===== src/dtc_pkg.sv =====
// Constants and types shared by the dual timer/counter block
// Operation
// - Timer 1 counts on run, gated by pin 1 (ignores its run bit while Timer 0 is in mode 11)
// - Timer 1 source: divided clock or pin falls
// - Timer 1 mode 00: 8-bit high, 5-bit prescaler
// - Timer 1 mode 01: cascaded 16-bit counter
// - Timer 1 mode 10: low byte reloads from high
// - Timer 1 mode 11: halted, holds its count
// - Timer 0 counts on run, gated by pin 0
// - Timer 0 source: divided clock or pin falls
// - Timer 0 mode 11: two independent 8-bit units
// - Count bytes clear to zero on reset
// - 13-bit mode ignores low byte's top three bits
// - Reload leaves the high byte unchanged
// - Overflow sets flag; vector acknowledge clears it
package dtc_pkg;

  typedef enum logic [1:0] {
    DTC_MODE_13BIT  = 2'b00,
    DTC_MODE_16BIT  = 2'b01,
    DTC_MODE_RELOAD = 2'b10,
    DTC_MODE_SPLIT  = 2'b11
  } dtc_mode_t;

  // Special function register addresses
  localparam logic [7:0] ADDR_TIMER_CONTROL_STATUS = 8'h88;
  localparam logic [7:0] ADDR_TIMER_MODE_CONTROL   = 8'h89;
  localparam logic [7:0] ADDR_TIMER0_COUNT_LOW     = 8'h8A;
  localparam logic [7:0] ADDR_TIMER1_COUNT_LOW     = 8'h8B;
  localparam logic [7:0] ADDR_TIMER0_COUNT_HIGH    = 8'h8C;
  localparam logic [7:0] ADDR_TIMER1_COUNT_HIGH    = 8'h8D;

  // Mode control field positions
  localparam int MODE_T0_LSB        = 0;
  localparam int BIT_T0_SOURCE_SEL  = 2;
  localparam int BIT_T0_GATING      = 3;
  localparam int MODE_T1_LSB        = 4;
  localparam int BIT_T1_SOURCE_SEL  = 6;
  localparam int BIT_T1_GATING      = 7;

  // Control/status bit positions (external interrupt bits 3:0 live elsewhere)
  localparam int BIT_T0_RUN         = 4;
  localparam int BIT_T0_OVERFLOW    = 5;
  localparam int BIT_T1_RUN         = 6;
  localparam int BIT_T1_OVERFLOW    = 7;

  localparam logic [7:0] RST_MODE_CONTROL = 8'h00;
  localparam logic [7:0] RST_COUNT_BYTE   = 8'h00;
  localparam logic [7:0] RST_READ_DATA    = 8'h00;
  localparam logic [7:0] UNMAPPED_READ    = 8'h00;

  // Prescaler low-bit field for 13-bit mode
  localparam int         PRESCALE_BITS = 5;
  localparam logic [4:0] PRESCALE_MAX  = 5'h1F;
  localparam logic [7:0] BYTE_MAX      = 8'hFF;

  // System clock cycles per timer tick
  localparam int         TICK_DIV     = 6;
  localparam logic [3:0] TICK_DIV_MAX = 4'(TICK_DIV - 1);

endpackage


===== src/dtc_cnt_if.sv =====
// Carrier between the top level and one timer count unit
interface dtc_cnt_if;
  logic               tick_lo;
  logic               tick_hi;
  dtc_pkg::dtc_mode_t mode;
  logic               wr_lo;
  logic               wr_hi;
  logic [7:0]         wdata;
  logic [7:0]         cnt_lo;
  logic [7:0]         cnt_hi;
  logic               ovf_lo;
  logic               ovf_hi;

  modport ctrl (output tick_lo, output tick_hi, output mode, output wr_lo, output wr_hi,
                output wdata, input cnt_lo, input cnt_hi, input ovf_lo, input ovf_hi);
  modport unit (input tick_lo, input tick_hi, input mode, input wr_lo, input wr_hi,
                input wdata, output cnt_lo, output cnt_hi, output ovf_lo, output ovf_hi);
endinterface


===== src/dtc_count_unit.sv =====
// One timer's low and high count bytes with the four counting modes
module dtc_count_unit (
  input  wire logic mclk,
  input  wire logic rst_n,
  dtc_cnt_if.unit   cif
);

  logic [7:0] lo_q;
  logic [7:0] hi_q;
  logic       ovf_lo_q;
  logic       ovf_hi_q;

  assign cif.cnt_lo = lo_q;
  assign cif.cnt_hi = hi_q;
  assign cif.ovf_lo = ovf_lo_q;
  assign cif.ovf_hi = ovf_hi_q;

  // Software writes take priority over a tick in the same cycle
  always_ff @(posedge mclk or negedge rst_n) begin
    if (!rst_n) begin
      lo_q     <= dtc_pkg::RST_COUNT_BYTE;
      hi_q     <= dtc_pkg::RST_COUNT_BYTE;
      ovf_lo_q <= 1'b0;
      ovf_hi_q <= 1'b0;
    end else begin
      ovf_lo_q <= 1'b0;
      ovf_hi_q <= 1'b0;
      unique case (cif.mode)
        dtc_pkg::DTC_MODE_13BIT: begin
          if (cif.tick_lo) begin
            // Top three bits of the low byte are left alone
            lo_q[dtc_pkg::PRESCALE_BITS-1:0] <= lo_q[dtc_pkg::PRESCALE_BITS-1:0] + 5'h01;
            if (lo_q[dtc_pkg::PRESCALE_BITS-1:0] == dtc_pkg::PRESCALE_MAX) begin
              hi_q     <= hi_q + 8'h01;
              ovf_lo_q <= (hi_q == dtc_pkg::BYTE_MAX);
            end
          end
        end
        dtc_pkg::DTC_MODE_16BIT: begin
          if (cif.tick_lo) begin
            lo_q <= lo_q + 8'h01;
            if (lo_q == dtc_pkg::BYTE_MAX) begin
              hi_q     <= hi_q + 8'h01;
              ovf_lo_q <= (hi_q == dtc_pkg::BYTE_MAX);
            end
          end
        end
        dtc_pkg::DTC_MODE_RELOAD: begin
          if (cif.tick_lo) begin
            if (lo_q == dtc_pkg::BYTE_MAX) begin
              lo_q     <= hi_q;
              ovf_lo_q <= 1'b1;
            end else begin
              lo_q <= lo_q + 8'h01;
            end
          end
        end
        dtc_pkg::DTC_MODE_SPLIT: begin
          if (cif.tick_lo) begin
            lo_q     <= lo_q + 8'h01;
            ovf_lo_q <= (lo_q == dtc_pkg::BYTE_MAX);
          end
          if (cif.tick_hi) begin
            hi_q     <= hi_q + 8'h01;
            ovf_hi_q <= (hi_q == dtc_pkg::BYTE_MAX);
          end
        end
      endcase
      if (cif.wr_lo) begin
        lo_q <= cif.wdata;
      end
      if (cif.wr_hi) begin
        hi_q <= cif.wdata;
      end
    end
  end

endmodule


===== src/dtc_timer_top.sv =====
// Dual timer/counter with mode control, reached over the special function register port
module dtc_timer_top (
  input  wire logic       mclk,
  input  wire logic       rst_n,
  input  wire logic [7:0] sfr_addr,
  input  wire logic       sfr_wr,
  input  wire logic [7:0] sfr_wdata,
  output logic      [7:0] sfr_rdata,
  input  wire logic       timer0_count_pin,
  input  wire logic       timer1_count_pin,
  input  wire logic       ext_interrupt0_pin,
  input  wire logic       ext_interrupt1_pin,
  input  wire logic       timer0_vector_ack,
  input  wire logic       timer1_vector_ack,
  output logic            timer0_overflow_flag,
  output logic            timer1_overflow_flag,
  output logic            timer0_run_bit,
  output logic            timer1_run_bit
);

  dtc_cnt_if t0_if ();
  dtc_cnt_if t1_if ();

  logic [7:0] mode_ctl_q;
  logic       run0_q;
  logic       run1_q;
  logic       flag0_q;
  logic       flag1_q;
  logic [3:0] div_q;
  logic       t0_pin_q;
  logic       t1_pin_q;
  logic [7:0] rdata_q;

  logic       sys_tick;
  logic       t0_fall;
  logic       t1_fall;
  logic       en0;
  logic       en1;
  logic       t0_split;
  logic       ovf0_evt;
  logic       ovf1_evt;

  function automatic logic sfr_hit(input logic [7:0] addr, input logic [7:0] reg_addr);
    sfr_hit = (addr == reg_addr);
  endfunction

  assign timer0_overflow_flag = flag0_q;
  assign timer1_overflow_flag = flag1_q;
  assign timer0_run_bit       = run0_q;
  assign timer1_run_bit       = run1_q;
  assign sfr_rdata            = rdata_q;

  // Divided-down system clock
  always_ff @(posedge mclk or negedge rst_n) begin
    if (!rst_n) begin
      div_q <= 4'h0;
    end else if (div_q == dtc_pkg::TICK_DIV_MAX) begin
      div_q <= 4'h0;
    end else begin
      div_q <= div_q + 4'h1;
    end
  end
  assign sys_tick = (div_q == dtc_pkg::TICK_DIV_MAX);

  // Count pins are synchronous; remember last level for falling edges
  always_ff @(posedge mclk or negedge rst_n) begin
    if (!rst_n) begin
      t0_pin_q <= 1'b1;
      t1_pin_q <= 1'b1;
    end else begin
      t0_pin_q <= timer0_count_pin;
      t1_pin_q <= timer1_count_pin;
    end
  end
  assign t0_fall = t0_pin_q & ~timer0_count_pin;
  assign t1_fall = t1_pin_q & ~timer1_count_pin;

  assign t0_split = (mode_ctl_q[dtc_pkg::MODE_T0_LSB+:2] == dtc_pkg::DTC_MODE_SPLIT);

  // Gating: run bit alone, or run bit and high interrupt pin
  assign en0 = run0_q & (~mode_ctl_q[dtc_pkg::BIT_T0_GATING] | ext_interrupt0_pin);
  // With Timer 0 split, Timer 1 loses its run bit to Timer 0's high byte and counts subject only to its gating
  assign en1 = (run1_q | t0_split) & (~mode_ctl_q[dtc_pkg::BIT_T1_GATING] | ext_interrupt1_pin);

  // Timer 0 unit
  assign t0_if.mode    = dtc_pkg::dtc_mode_t'(mode_ctl_q[dtc_pkg::MODE_T0_LSB+:2]);
  assign t0_if.tick_lo = en0 & (mode_ctl_q[dtc_pkg::BIT_T0_SOURCE_SEL] ? t0_fall : sys_tick);
  assign t0_if.tick_hi = run1_q & sys_tick;
  assign t0_if.wr_lo   = sfr_wr & sfr_hit(sfr_addr, dtc_pkg::ADDR_TIMER0_COUNT_LOW);
  assign t0_if.wr_hi   = sfr_wr & sfr_hit(sfr_addr, dtc_pkg::ADDR_TIMER0_COUNT_HIGH);
  assign t0_if.wdata   = sfr_wdata;

  // Timer 1 unit: mode 11 halts it by withholding ticks, whatever the run bit
  always_comb begin
    t1_if.mode    = dtc_pkg::dtc_mode_t'(mode_ctl_q[dtc_pkg::MODE_T1_LSB+:2]);
    t1_if.tick_lo = en1 & (mode_ctl_q[dtc_pkg::BIT_T1_SOURCE_SEL] ? t1_fall : sys_tick);
    t1_if.tick_hi = 1'b0;
    if (t1_if.mode == dtc_pkg::DTC_MODE_SPLIT) begin
      t1_if.tick_lo = 1'b0;
    end
  end
  assign t1_if.wr_lo = sfr_wr & sfr_hit(sfr_addr, dtc_pkg::ADDR_TIMER1_COUNT_LOW);
  assign t1_if.wr_hi = sfr_wr & sfr_hit(sfr_addr, dtc_pkg::ADDR_TIMER1_COUNT_HIGH);
  assign t1_if.wdata = sfr_wdata;

  dtc_count_unit u_timer0 (
    .mclk  (mclk),
    .rst_n (rst_n),
    .cif   (t0_if.unit)
  );

  dtc_count_unit u_timer1 (
    .mclk  (mclk),
    .rst_n (rst_n),
    .cif   (t1_if.unit)
  );

  // In split mode Timer 0's high byte owns the Timer 1 flag
  assign ovf0_evt = t0_if.ovf_lo;
  assign ovf1_evt = t0_split ? t0_if.ovf_hi : t1_if.ovf_lo;

  // Mode control register
  always_ff @(posedge mclk or negedge rst_n) begin
    if (!rst_n) begin
      mode_ctl_q <= dtc_pkg::RST_MODE_CONTROL;
    end else if (sfr_wr && sfr_hit(sfr_addr, dtc_pkg::ADDR_TIMER_MODE_CONTROL)) begin
      mode_ctl_q <= sfr_wdata;
    end
  end

  // Run bits are software owned
  always_ff @(posedge mclk or negedge rst_n) begin
    if (!rst_n) begin
      run0_q <= 1'b0;
      run1_q <= 1'b0;
    end else if (sfr_wr && sfr_hit(sfr_addr, dtc_pkg::ADDR_TIMER_CONTROL_STATUS)) begin
      run0_q <= sfr_wdata[dtc_pkg::BIT_T0_RUN];
      run1_q <= sfr_wdata[dtc_pkg::BIT_T1_RUN];
    end
  end

  // Overflow flags: an overflow in the clearing cycle still sets the flag
  always_ff @(posedge mclk or negedge rst_n) begin
    if (!rst_n) begin
      flag0_q <= 1'b0;
      flag1_q <= 1'b0;
    end else begin
      if (ovf0_evt) begin
        flag0_q <= 1'b1;
      end else if (timer0_vector_ack) begin
        flag0_q <= 1'b0;
      end else if (sfr_wr && sfr_hit(sfr_addr, dtc_pkg::ADDR_TIMER_CONTROL_STATUS)) begin
        flag0_q <= sfr_wdata[dtc_pkg::BIT_T0_OVERFLOW];
      end
      if (ovf1_evt) begin
        flag1_q <= 1'b1;
      end else if (timer1_vector_ack) begin
        flag1_q <= 1'b0;
      end else if (sfr_wr && sfr_hit(sfr_addr, dtc_pkg::ADDR_TIMER_CONTROL_STATUS)) begin
        flag1_q <= sfr_wdata[dtc_pkg::BIT_T1_OVERFLOW];
      end
    end
  end

  // Registered read data, one cycle after the address is presented
  always_ff @(posedge mclk or negedge rst_n) begin
    if (!rst_n) begin
      rdata_q <= dtc_pkg::RST_READ_DATA;
    end else begin
      unique case (sfr_addr)
        dtc_pkg::ADDR_TIMER_CONTROL_STATUS: begin
          rdata_q <= {flag1_q, run1_q, flag0_q, run0_q, 4'h0};
        end
        dtc_pkg::ADDR_TIMER_MODE_CONTROL: begin
          rdata_q <= mode_ctl_q;
        end
        dtc_pkg::ADDR_TIMER0_COUNT_LOW: begin
          rdata_q <= t0_if.cnt_lo;
        end
        dtc_pkg::ADDR_TIMER1_COUNT_LOW: begin
          rdata_q <= t1_if.cnt_lo;
        end
        dtc_pkg::ADDR_TIMER0_COUNT_HIGH: begin
          rdata_q <= t0_if.cnt_hi;
        end
        dtc_pkg::ADDR_TIMER1_COUNT_HIGH: begin
          rdata_q <= t1_if.cnt_hi;
        end
        default: begin
          rdata_q <= dtc_pkg::UNMAPPED_READ;
        end
      endcase
    end
  end

endmodule

===== config.mk =====
export PLATFORM = sky130hd
export DESIGN_NAME = dtc_timer_top
export DESIGN_NICKNAME = d
export VERILOG_FILES = /design/src/dtc_pkg.sv /design/src/dtc_cnt_if.sv /design/src/dtc_count_unit.sv /design/src/dtc_timer_top.sv
export SDC_FILE = /design/constraint.sdc
export NUM_CORES = 1
export LEC_CHECK = 0
export BUFFER_PORTS_ARGS = -buffer_cell sky130_fd_sc_hd__buf_2
export CAP_MARGIN = 20
export CELL_PAD_IN_SITES_DETAIL_PLACEMENT = 0
export CELL_PAD_IN_SITES_GLOBAL_PLACEMENT = 1
export CORE_ASPECT_RATIO = 1.1
export CORE_UTILIZATION = 46
export CTS_BUF_LIST = sky130_fd_sc_hd__clkbuf_8 sky130_fd_sc_hd__clkbuf_16
export DETAILED_ROUTE_END_ITERATION = 8
export HOLD_SLACK_MARGIN = 0.02
export PLACE_DENSITY_LB_ADDON = 0.25
export SETUP_SLACK_MARGIN = 0.3
export SLEW_MARGIN = 10
export SYNTH_ARGS = -nofsm -noshare
export SYNTH_HDL_FRONTEND = slang
export SYNTH_SLANG_ARGS = --single-unit

===== constraint.sdc =====
create_clock -name mclk -period 3.2 [get_ports mclk]
set_clock_uncertainty 0.1 [all_clocks]
set_input_delay 0.48 -clock mclk [delete_from_list [all_inputs] [get_ports mclk]]
set_output_delay 0.48 -clock mclk [all_outputs]
set_load 0.01 [all_outputs]

; Yosys cells after proc, flatten, opt, wreduce, memory -nomap -nowiden
; Index checks and enable logic that the tools add are counted.
[word_totals]
regBits = 61
input_bits = 25
output_inout_bits = 12
word_cells = 152
[classes]
add_sub_neg = 7
n_eq_ne = 34
n_mux = 57
bitwise = 18
n_reduce_logical = 18
[ops]
columns = op, n
row1 = $mux W8, 19
row2 = $eq A8 B8 Y1 const B, 10
row3 = $pmux W8 S6, 1
row4 = $add A8 B1 Y8 const B, 4
row5 = $pmux W5 S3, 2
row6 = $ne A3 B3 Y1 const B, 9
row7 = $mux W1, 26
row8 = $pmux W8 S3, 1
row9 = $pmux W8 S2, 1
row10 = $reduce_bool A3 Y1, 5
row11 = $ne A3 B2 Y1 const B, 4
row12 = $pmux W3 S2, 2
row13 = $reduce_and A3 Y1, 4
row14 = $and A1 B1 Y1, 11
row15 = $add A5 B1 Y5 const B, 2
row16 = $eq A5 B5 Y1 const B, 2
row17 = $mux W5, 2
row18 = $eq A2 B2 Y1 const B, 4
row19 = $pmux W1 S4, 2
row20 = $ne A3 B1 Y1 const B, 2
row21 = $reduce_and A6 Y1, 1
row22 = $reduce_and A5 Y1, 1
row23 = $add A4 B1 Y4 const B, 1
row24 = $eq A2 B1 Y1 const B, 2
row25 = 8 further kinds, 16

; Depth between registers and ports, before layout
; Gate-level depths: netlist of run 1.
[depth]
depth_word = 8
mapped_depth = 10
depth_no_buf = 10

; Modules after synthesis
; A second synthesis of run 1 with hierarchy kept.
[hier_totals]
cells_unflattened = 423
area_unflattened_um2 = 3957.5
[modules_own_cells]
columns = module, instances, cells_per_inst, area_each_um2, seq_area_each_um2
row1 = dtc_timer_top, 1, 141, 1505.2, 653.1
row2 = dtc_count_unit at u_timer1, 1, 153, 1275.0, 450.4
row3 = dtc_count_unit at u_timer0, 1, 129, 1177.4, 450.4

; Least setup slack after synthesis of run 1
; No wires, ideal clock.
[synth_path]
path_kind = reg-to-reg
startpoint = reg u_timer1.lo_q[0] (netlist: u_timer1.cif.cnt_lo[0])
endpoint = reg u_timer1.hi_q[7] (netlist: u_timer1.cif.cnt_hi[7])
setup_time_ns = 0.069
arrival_ns = 2.214
t_required_ns = 3.031
slack_ns = 0.817
stages_incl_launch_ff = 11
n_path_buf = 0
path_cell_list = dfrtp_1 ha_1 nand3_1 clkinv_2 ha_1 and2b_2 a31oi_4 nor4b_4 nand4_4 or4_1 nand3_1
[synth_via]
elab_chain_cells = 3
word_cells_on_any_way = 5
cone_classes = 4 x eq/ne / 1 x reduce/logical
[synth_lines]
columns = element, line_no
row1 = "start, declared", dtc_count_unit.sv:8  ; logic [7:0] lo_q;
row2 = "start signal, assigned", dtc_count_unit.sv:21  ; lo_q <= dtc_pkg::RST_COUNT_BYTE;
row3 = "start signal, assigned by index", dtc_count_unit.sv:32  ; lo_q[dtc_pkg::PRESCALE_BITS-1:0] <= lo_q[dtc_pkg::PRESCALE_BITS-1:0] + 5'h01;
row4 = "start signal, assigned", dtc_count_unit.sv:41  ; lo_q <= lo_q + 8'h01;
row5 = $eq A8 B8 Y1 / $eq A5 B5 Y1 (equally long branches), "dtc_count_unit.sv:42, dtc_count_unit.sv:33"
row6 = $ne A3 B2 Y1 (no line), --
row7 = $reduce_and A5 Y1 (no line) *, --
row8 = "end signal, assigned", dtc_count_unit.sv:34  ; hi_q <= hi_q + 8'h01;
row9 = "end signal, assigned", dtc_count_unit.sv:43  ; hi_q <= hi_q + 8'h01;
row10 = "end signal, assigned", dtc_count_unit.sv:64  ; hi_q <= hi_q + 8'h01;
row11 = "end, declared", dtc_count_unit.sv:9  ; logic [7:0] hi_q;
; Every way passes the cells marked *; elsewhere a longest branch is shown, timed or not.
; A chain may end at the register's enable or synchronous reset.

; Worst setup path after layout of run 1
[layout_path]
startpoint = reg u_timer1.lo_q[0] (netlist: u_timer1.cif.cnt_lo[0])
endpoint = reg u_timer1.hi_q[5] (netlist: u_timer1.cif.cnt_hi[5])
; Same word-level chain as after synthesis.

==> results of run 1 <==
## placed cells by master (no fill, tap or decap), types with 11 or more instances in the layout
master,instances
nand2_1,59
dfrtp_1,59
buf_2,36
nor2_1,34
mux2i_1,25
o21ai_0,24
nand3_1,21
a21oi_1,20
inv_1,13
mux2_2,11
## per-stage QoR
step | worst slack [ns] | hold slack [ns] | area, µm² | instances
final | 0.544 | 0.109 | 4340 | 561
after global routing | 0.366 | 0.113 | 4340 | 561
after CTS | 0.534 | 0.112 | 4340 | 561
after detailed placement | 0.537 | 0.331 | 4120 | 545
after global placement | 0.670 | 0.329 | 4120 | 545
after floorplan | 0.817 | 0.0844 | 3880 | 417
## metal layers
layer	global-route usage, %	vias to the layer above	wire length [µm]	share of wire [%]
met3	4.14	15	726	6.8
met4	9.40	0	188	1.8
met5	0	-	0	0
met1	38.0	1587	4680	44
li1	-	1592	-	-
met2	41.5	114	5130	48
## logic make-up after synthesis
logic type	count (synthesis)	synth area share, %
compound gates	91	15.9
xor+xnor	10	2.26
fa+ha+maj	6	1.94
buf+inv	34	4.39
flops	61	39.4
mux	40	12.0
simple gates	175	24.1
## registers in the layout (all words and copies together), names as in the netlist, 4 cells and up
register	count
sfr_rdata	8
u_timer1.cif.cnt_hi	8
u_timer1.cif.cnt_lo	8
mode_ctl_q	8
u_timer0.cif.cnt_lo	8
u_timer0.cif.cnt_hi	8
div_q	4
## final cells by class
class                   instances  share of cell area [%]
repair buffers                 40                    5.13
multi-input cells             322                    50.2
flip-flops and latches         61                    35.2
clock inverters                 7                    2.28
well taps                     108                    3.11
clock buffers                   9                    2.85
inverters                      14                    1.24
## critical path: cells and delay by family (launching register included)
kind	cells	cell delay (ns)
buffers and inverters	1	0.13
adder cells (fa/ha/maj)	2	0.35
AO/OA/AOI/OAI	1	0.04
AND/OR/NAND/NOR	6	1.54
flip-flops	1	0.44
## report_power, final
part | leakage, nW | switching, mW | total [mW] | internal, mW
clock | 0.110 | 0.347 | 0.789 | 0.442
sequential | 0.789 | 0.0724 | 0.881 | 0.809
combinational | 0.989 | 0.106 | 0.192 | 0.0865
## worst max-delay path by stage
stage,slack (ns),end,depth (start not counted),from
after global routing,0.37,u_timer1.cif.cnt_hi[5]$_DFFE_PN0P_,10,u_timer1.cif.cnt_lo[0]$_DFFE_PN0P_
after CTS,0.53,u_timer1.cif.cnt_hi[5]$_DFFE_PN0P_,10,u_timer1.cif.cnt_lo[0]$_DFFE_PN0P_
final,0.54,u_timer1.cif.cnt_hi[5]$_DFFE_PN0P_,10,u_timer1.cif.cnt_lo[0]$_DFFE_PN0P_
after detailed placement,0.54,u_timer1.cif.cnt_hi[5]$_DFFE_PN0P_,10,u_timer1.cif.cnt_lo[0]$_DFFE_PN0P_
after global placement,0.67,u_timer1.cif.cnt_hi[5]$_DFFE_PN0P_,10,u_timer1.cif.cnt_lo[0]$_DFFE_PN0P_
after floorplan,0.82,u_timer1.cif.cnt_hi[7]$_DFFE_PN0P_,10,u_timer1.cif.cnt_lo[0]$_DFFE_PN0P_
==> reports/metrics.cfg, run 1 <==
[status]
status = finished clean

[power_and_ir_drop]
pwr_density_cell_nw_per_um2 = 429
leakage_nw = 1.89
totalPowerFinal_mw = 1.86
ir_drop_mv = 0.208

[critical_path]
regToRegSetupSlack_ns = 0.54
startpoint_type = register
cpPeakStageDelay_ns = 0.50
slowest_stage = nor4b_4
ff2ff_path_depth = 10
cp-end-kind = register
crit_type = register to register
cp_data_arrival_time_ns = 2.85
path_cells = ha_1, nand3_1, clkinv_2, ha_1, and2b_2, a31oi_4, nor4b_4, nand4_4, or4_1, nand3_1
worstPathRequired_ns = 3.39
timing.rr.start = u_timer1.cif.cnt_lo[0]$_DFFE_PN0P_
path_max_fanout = 7
reg2reg_to = u_timer1.cif.cnt_hi[5]$_DFFE_PN0P_

[route]
wl_um = 10700
drt_first_iter_violations = 221
drtAntennaViolNets = 0
post_drt_wl_per_cell_um = 19.1
num_vias = 3308
firstDrtPassIters = 5
route.detailed.drc = 0
viasPerCell = 5.90

[clock_tree]
post_cts_buffers = 0
cts_buffers = 9
cts_tree = yes
clk_latency_ns = 0.35
cts-root-buf = clkbuf_8
holdBufCountCts = 0
cts.clk_slew.worst_paths_ns = 0.08
cts.sinks = 61
cts_resized = 0
clock_path_buffers = 2
htree_levels = 3

[sta]
drv_slew = 0
period_share_pct = 83.0
max-slew-margin-rel_pct = 46.6
finalSetupViolations = 0
max_freq_mhz = 376
final.min_clock_period_ns = 2.66
rsz0062_at_grt = no
setup_tns_ns = 0
hold_viol_final = 0
tightest_slew_ns = 0.801

[floorplan]
initial_core_util_pct = 48.2
ioPinCount = 37
core_um2 = 8040
fp.dieH_um = 98.3
fp.dieW_um = 89.5
dieArea_um2 = 8800
num_rows = 34

[cells_and_area]
drive_above_1_share_pct = 20.3
seq_area_um2 = 1530
final_core_util_pct = 54.0
diodes = 0
layout.nets = 479
multi_input_area_um2 = 2180
area_growth_pct = 12.0
fill_cells = 743

[global_routing]
grt_first_pass_wirelength_um = 17200
grt_antenna_before_repair = 0
gr-total-overflow = 0
grt.total_usage_pct = 26.8
grt_pass1_vias = 3132
grt_start_max_net_pins = 33

[synth]
yosysSeqAreaShare_pct = 39.4
syn-num-nets = 448
synthTopCellsByArea = dfrtp_1, mux2i_1, nand2_1, nor2_1, mux2_2
synth_cells = 417
async_flop_share_pct = 100
synth_warnings = 0
synth_commonest_cells = dfrtp_1, nand2_1, nor2_1, mux2i_1, o21ai_0
yosysTopAreaCellShare_pct = 38.1
synth-main-ff-cell = dfrtp_1
synth_edf_count = 0
ys_ff_latch = 61
synth.cell_area_um2 = 3880
synth_area_per_cell_um2 = 9.30
synth_cell_types = 69
yosysTopAreaCell = dfrtp_1

[placed_design]
dpl.hpwl_um = 7830
gp_congestion = 0.916
port_buffers = 36

[hold_path]
worst_hold_path_type = input pin to asynchronous set/reset pin

[run]
maxCapViolCount = 0

Note: power is estimated with default switching activity, not from simulation.
==> run 2: changes to the inputs <==
==> constraint.sdc (replaced) <==
create_clock -name mclk -period 2.7 [get_ports mclk]
set_clock_uncertainty 0.1 [all_clocks]
set_input_delay 0.405 -clock mclk [delete_from_list [all_inputs] [get_ports mclk]]
set_output_delay 0.405 -clock mclk [all_outputs]
set_load 0.01 [all_outputs]
==> run 2 against run 1 <==
  * Utilization grew 0.58 points
  * Total power rose by 9.1%
  * Flip-flop and latch count unchanged
  * Sequential power grew 18%
  * Via count grew 2.1%
  * Final area is 1.1% higher
  * Worst setup slack got worse by 0.18 ns
  * Sequential share of layout area decreased by 0.34 points
  * Routed wire length rose by 1.3%
  * Clock power shrank 7.4%
  * Fmax rose by 14%
  * Worst hold slack got worse by 0.057 ns
==> reports/metrics.cfg, run 2 (synthesized netlist as in run 1, its figures left out) <==
[critical_path]
critPathBufInv = 1  ; unchanged
path_cells = ha_4, nand3_4, inv_4, ha_1, and2b_2, a31oi_4, nor4b_4, nand4_4, or4_1, nand3_1  ; was ha_1, nand3_1, clkinv_2, ha_1, and2b_2, a31oi_4, nor4b_4, nand4_4, or4_1, nand3_1
cp-end-kind = register  ; unchanged
startpoint_type = register  ; unchanged
path_max_fanout = 5  ; was 7
cpPeakStageDelay_ns = 0.42  ; was 0.50 ns
worstPathRequired_ns = 2.89  ; was 3.39 ns
crit_type = register to register  ; unchanged
cp_data_arrival_time_ns = 2.52  ; was 2.85 ns
crit_family = simple AND/OR/NAND/NOR gates  ; unchanged
slowest_stage = dfrtp_2  ; was nor4b_4

[clock_tree]
clk_latency_ns = 0.35  ; about the same
cts.clk_slew.worst_paths_ns = 0.08  ; about the same
cts_tree = yes  ; unchanged
cts-root-buf = clkbuf_8  ; unchanged
htree_levels = 3  ; unchanged
cts.sinks = 61  ; unchanged
cts_buffers = 9  ; unchanged
clock_path_buffers = 2  ; unchanged

[sta]
max-slew-margin-rel_pct = 47.1  ; was 46.6%
tightest_slew_ns = 0.793  ; was 0.801 ns
setup_tns_ns = 0  ; unchanged
drv_slew = 0  ; unchanged
rsz0062_at_grt = no  ; unchanged
final.min_clock_period_ns = 2.33  ; was 2.66 ns
period_share_pct = 86.5  ; was 83.0%
hold_viol_final = 0  ; unchanged
max_freq_mhz = 428  ; was 376 MHz
whs_ns = 0.0520  ; was 0.109 ns
finalSetupViolations = 0  ; unchanged

[power_and_ir_drop]
pwr_density_cell_nw_per_um2 = 463  ; was 429 nW/µm²
ir_drop_mv = 0.200  ; was 0.208 mV
leakage_nw = 1.91  ; was 1.89 nW
p_int_mw = 1.40  ; was 1.34 mW
sequentialPowerShare_pct = 51.3  ; was 47.3%
power_frac_comb_pct = 12.7  ; was 10.3%
p_sw_share_pct = 30.9  ; was 28.2%
pwr-share-clk_pct = 36.0  ; was 42.4%
switching_power_mw = 0.628  ; was 0.526 mW

[route]
wl_um = 10900  ; was 10,700 µm
post_drt_wl_per_cell_um = 19.0  ; was 19.1 µm
drtAntennaViolNets = 0  ; unchanged
drt_first_iter_violations = 258  ; was 221
route.detailed.drc = 0  ; unchanged
num_vias = 3376  ; was 3,308
firstDrtPassIters = 6  ; was 5
viasPerCell = 5.90  ; about the same

[floorplan]
ioPinCount = 37  ; unchanged
initial_core_util_pct = 48.2  ; unchanged
fp.dieH_um = 98.3  ; unchanged
dieArea_um2 = 8800  ; unchanged
num_rows = 34  ; unchanged
core_um2 = 8040  ; unchanged
fp.dieW_um = 89.5  ; unchanged

[hold_path]
worst_hold_path_type = input pin to register  ; was input pin to asynchronous set/reset pin

[placed_design]
placed_area_um2 = 4150  ; was 4120 µm²
port_buffers = 36  ; unchanged
dpl.hpwl_um = 7840  ; was 7830 µm
gp_congestion = 0.915  ; was 0.916

[global_routing]
grt_antenna_before_repair = 0  ; unchanged
grt_start_max_net_pins = 62  ; was 33
gr-total-overflow = 0  ; unchanged
grt.total_usage_pct = 26.3  ; was 26.8%
grt_first_pass_wirelength_um = 16900  ; was 17,200 µm
grt_pass1_vias = 3166  ; was 3,132

[cells_and_area]
drive_above_1_share_pct = 23.3  ; was 20.3%
layout_common_cells = nand2_1, dfrtp_1, buf_2  ; unchanged
final_area_um2 = 4390  ; was 4340 µm²
diodes = 0  ; unchanged
final_core_util_pct = 54.6  ; was 54.0%
area_growth_pct = 13.2  ; was 12.0%
layout.nets = 490  ; was 479
layout_commonest_cell = nand2_1
fill_cells = 723  ; was 743

[run]
maxCapViolCount = 0  ; unchanged

[status]
status = finished clean  ; unchanged

-- run 2: layer usage --
metal / vias to the layer above / routed length (µm) / global-route usage [%]
met1: 1645 / 4740 / 37.1
met4: 0 / 260 / 8.06
met5: - / 0 / 0
li1: 1606 / - / -
met2: 104 / 5240 / 40.8
met3: 21 / 628 / 4.90
-- run 2: layout make-up --
cell class              instances  area (µm²)  share of cell area [%]
inverters                      14        55.1                    1.25
multi-input cells             322        2210                    50.3
clock buffers                   9         124                    2.82
well taps                     108         135                    3.08
repair buffers                 51         293                    6.67
clock inverters                 7        42.5                   0.970
flip-flops and latches         61        1530                    34.9
-- run 2: worst paths after layout --
| check | start | end | slack (ns) | cells past startpoint |
|---|---|---|---|---|
| min | timer1_count_pin | t1_pin_q$_DFF_PN1_ | 0.05 | 1 |
| max | u_timer1.cif.cnt_lo[0]$_DFFE_PN0P_ | u_timer1.cif.cnt_hi[7]$_DFFE_PN0P_ | 0.37 | 10 |
| max reg2reg | u_timer1.cif.cnt_lo[0]$_DFFE_PN0P_ | u_timer1.cif.cnt_hi[7]$_DFFE_PN0P_ | 0.37 | 10 |
| min reg2reg | u_timer0.cif.ovf_lo$_DFF_PN0_ | timer0_overflow_flag$_DFFE_PN0P_ | 0.34 | 1 |
| max in group asynchronous | rst_n | u_timer1.cif.cnt_lo[0]$_DFFE_PN0P_ | 1.82 | 2 |
| min in group asynchronous | rst_n | div_q[0]$_DFF_PN0_ | 0.11 | 2 |
-- run 2: power groups by stage --
stage / registers [mW] / logic, mW / clock network [mW]
floorplan: 1.02 / 0.157 / 0
global placement: 1.06 / 0.226 / 0
detailed placement: 1.05 / 0.231 / 0
CTS: 1.04 / 0.233 / 0.735
global route: 1.05 / 0.288 / 0.781
finish: 1.04 / 0.258 / 0.731
-- run 2: repair_timing --
action	4_1_cts	5_1_grt
gates resized for setup	1	8
hold buffers	0	0
endpoints found under the setup margin	3	8
pin swaps	0	2
setup buffers	0	5
gates cloned	0	0
-- run 2: stage by stage --
step / cells / worst slack (ns) / power (mW)
finish: 572 / 0.365 / 2.03
global placement: 551 / 0.311 / 1.28
CTS: 567 / 0.307 / 2.01
global route: 572 / 0.271 / 2.12
detailed placement: 551 / 0.258 / 1.29
floorplan: 417 / 0.317 / 1.18
-- run 2: worst register-to-register path: stages (launching register included) --
cell,delay [ns]
dfrtp_2,0.42
ha_4,0.17
nand3_4,0.10
inv_4,0.09
ha_1,0.13
and2b_2,0.16
a31oi_4,0.04
nor4b_4,0.36
nand4_4,0.16
or4_1,0.42
nand3_1,0.11
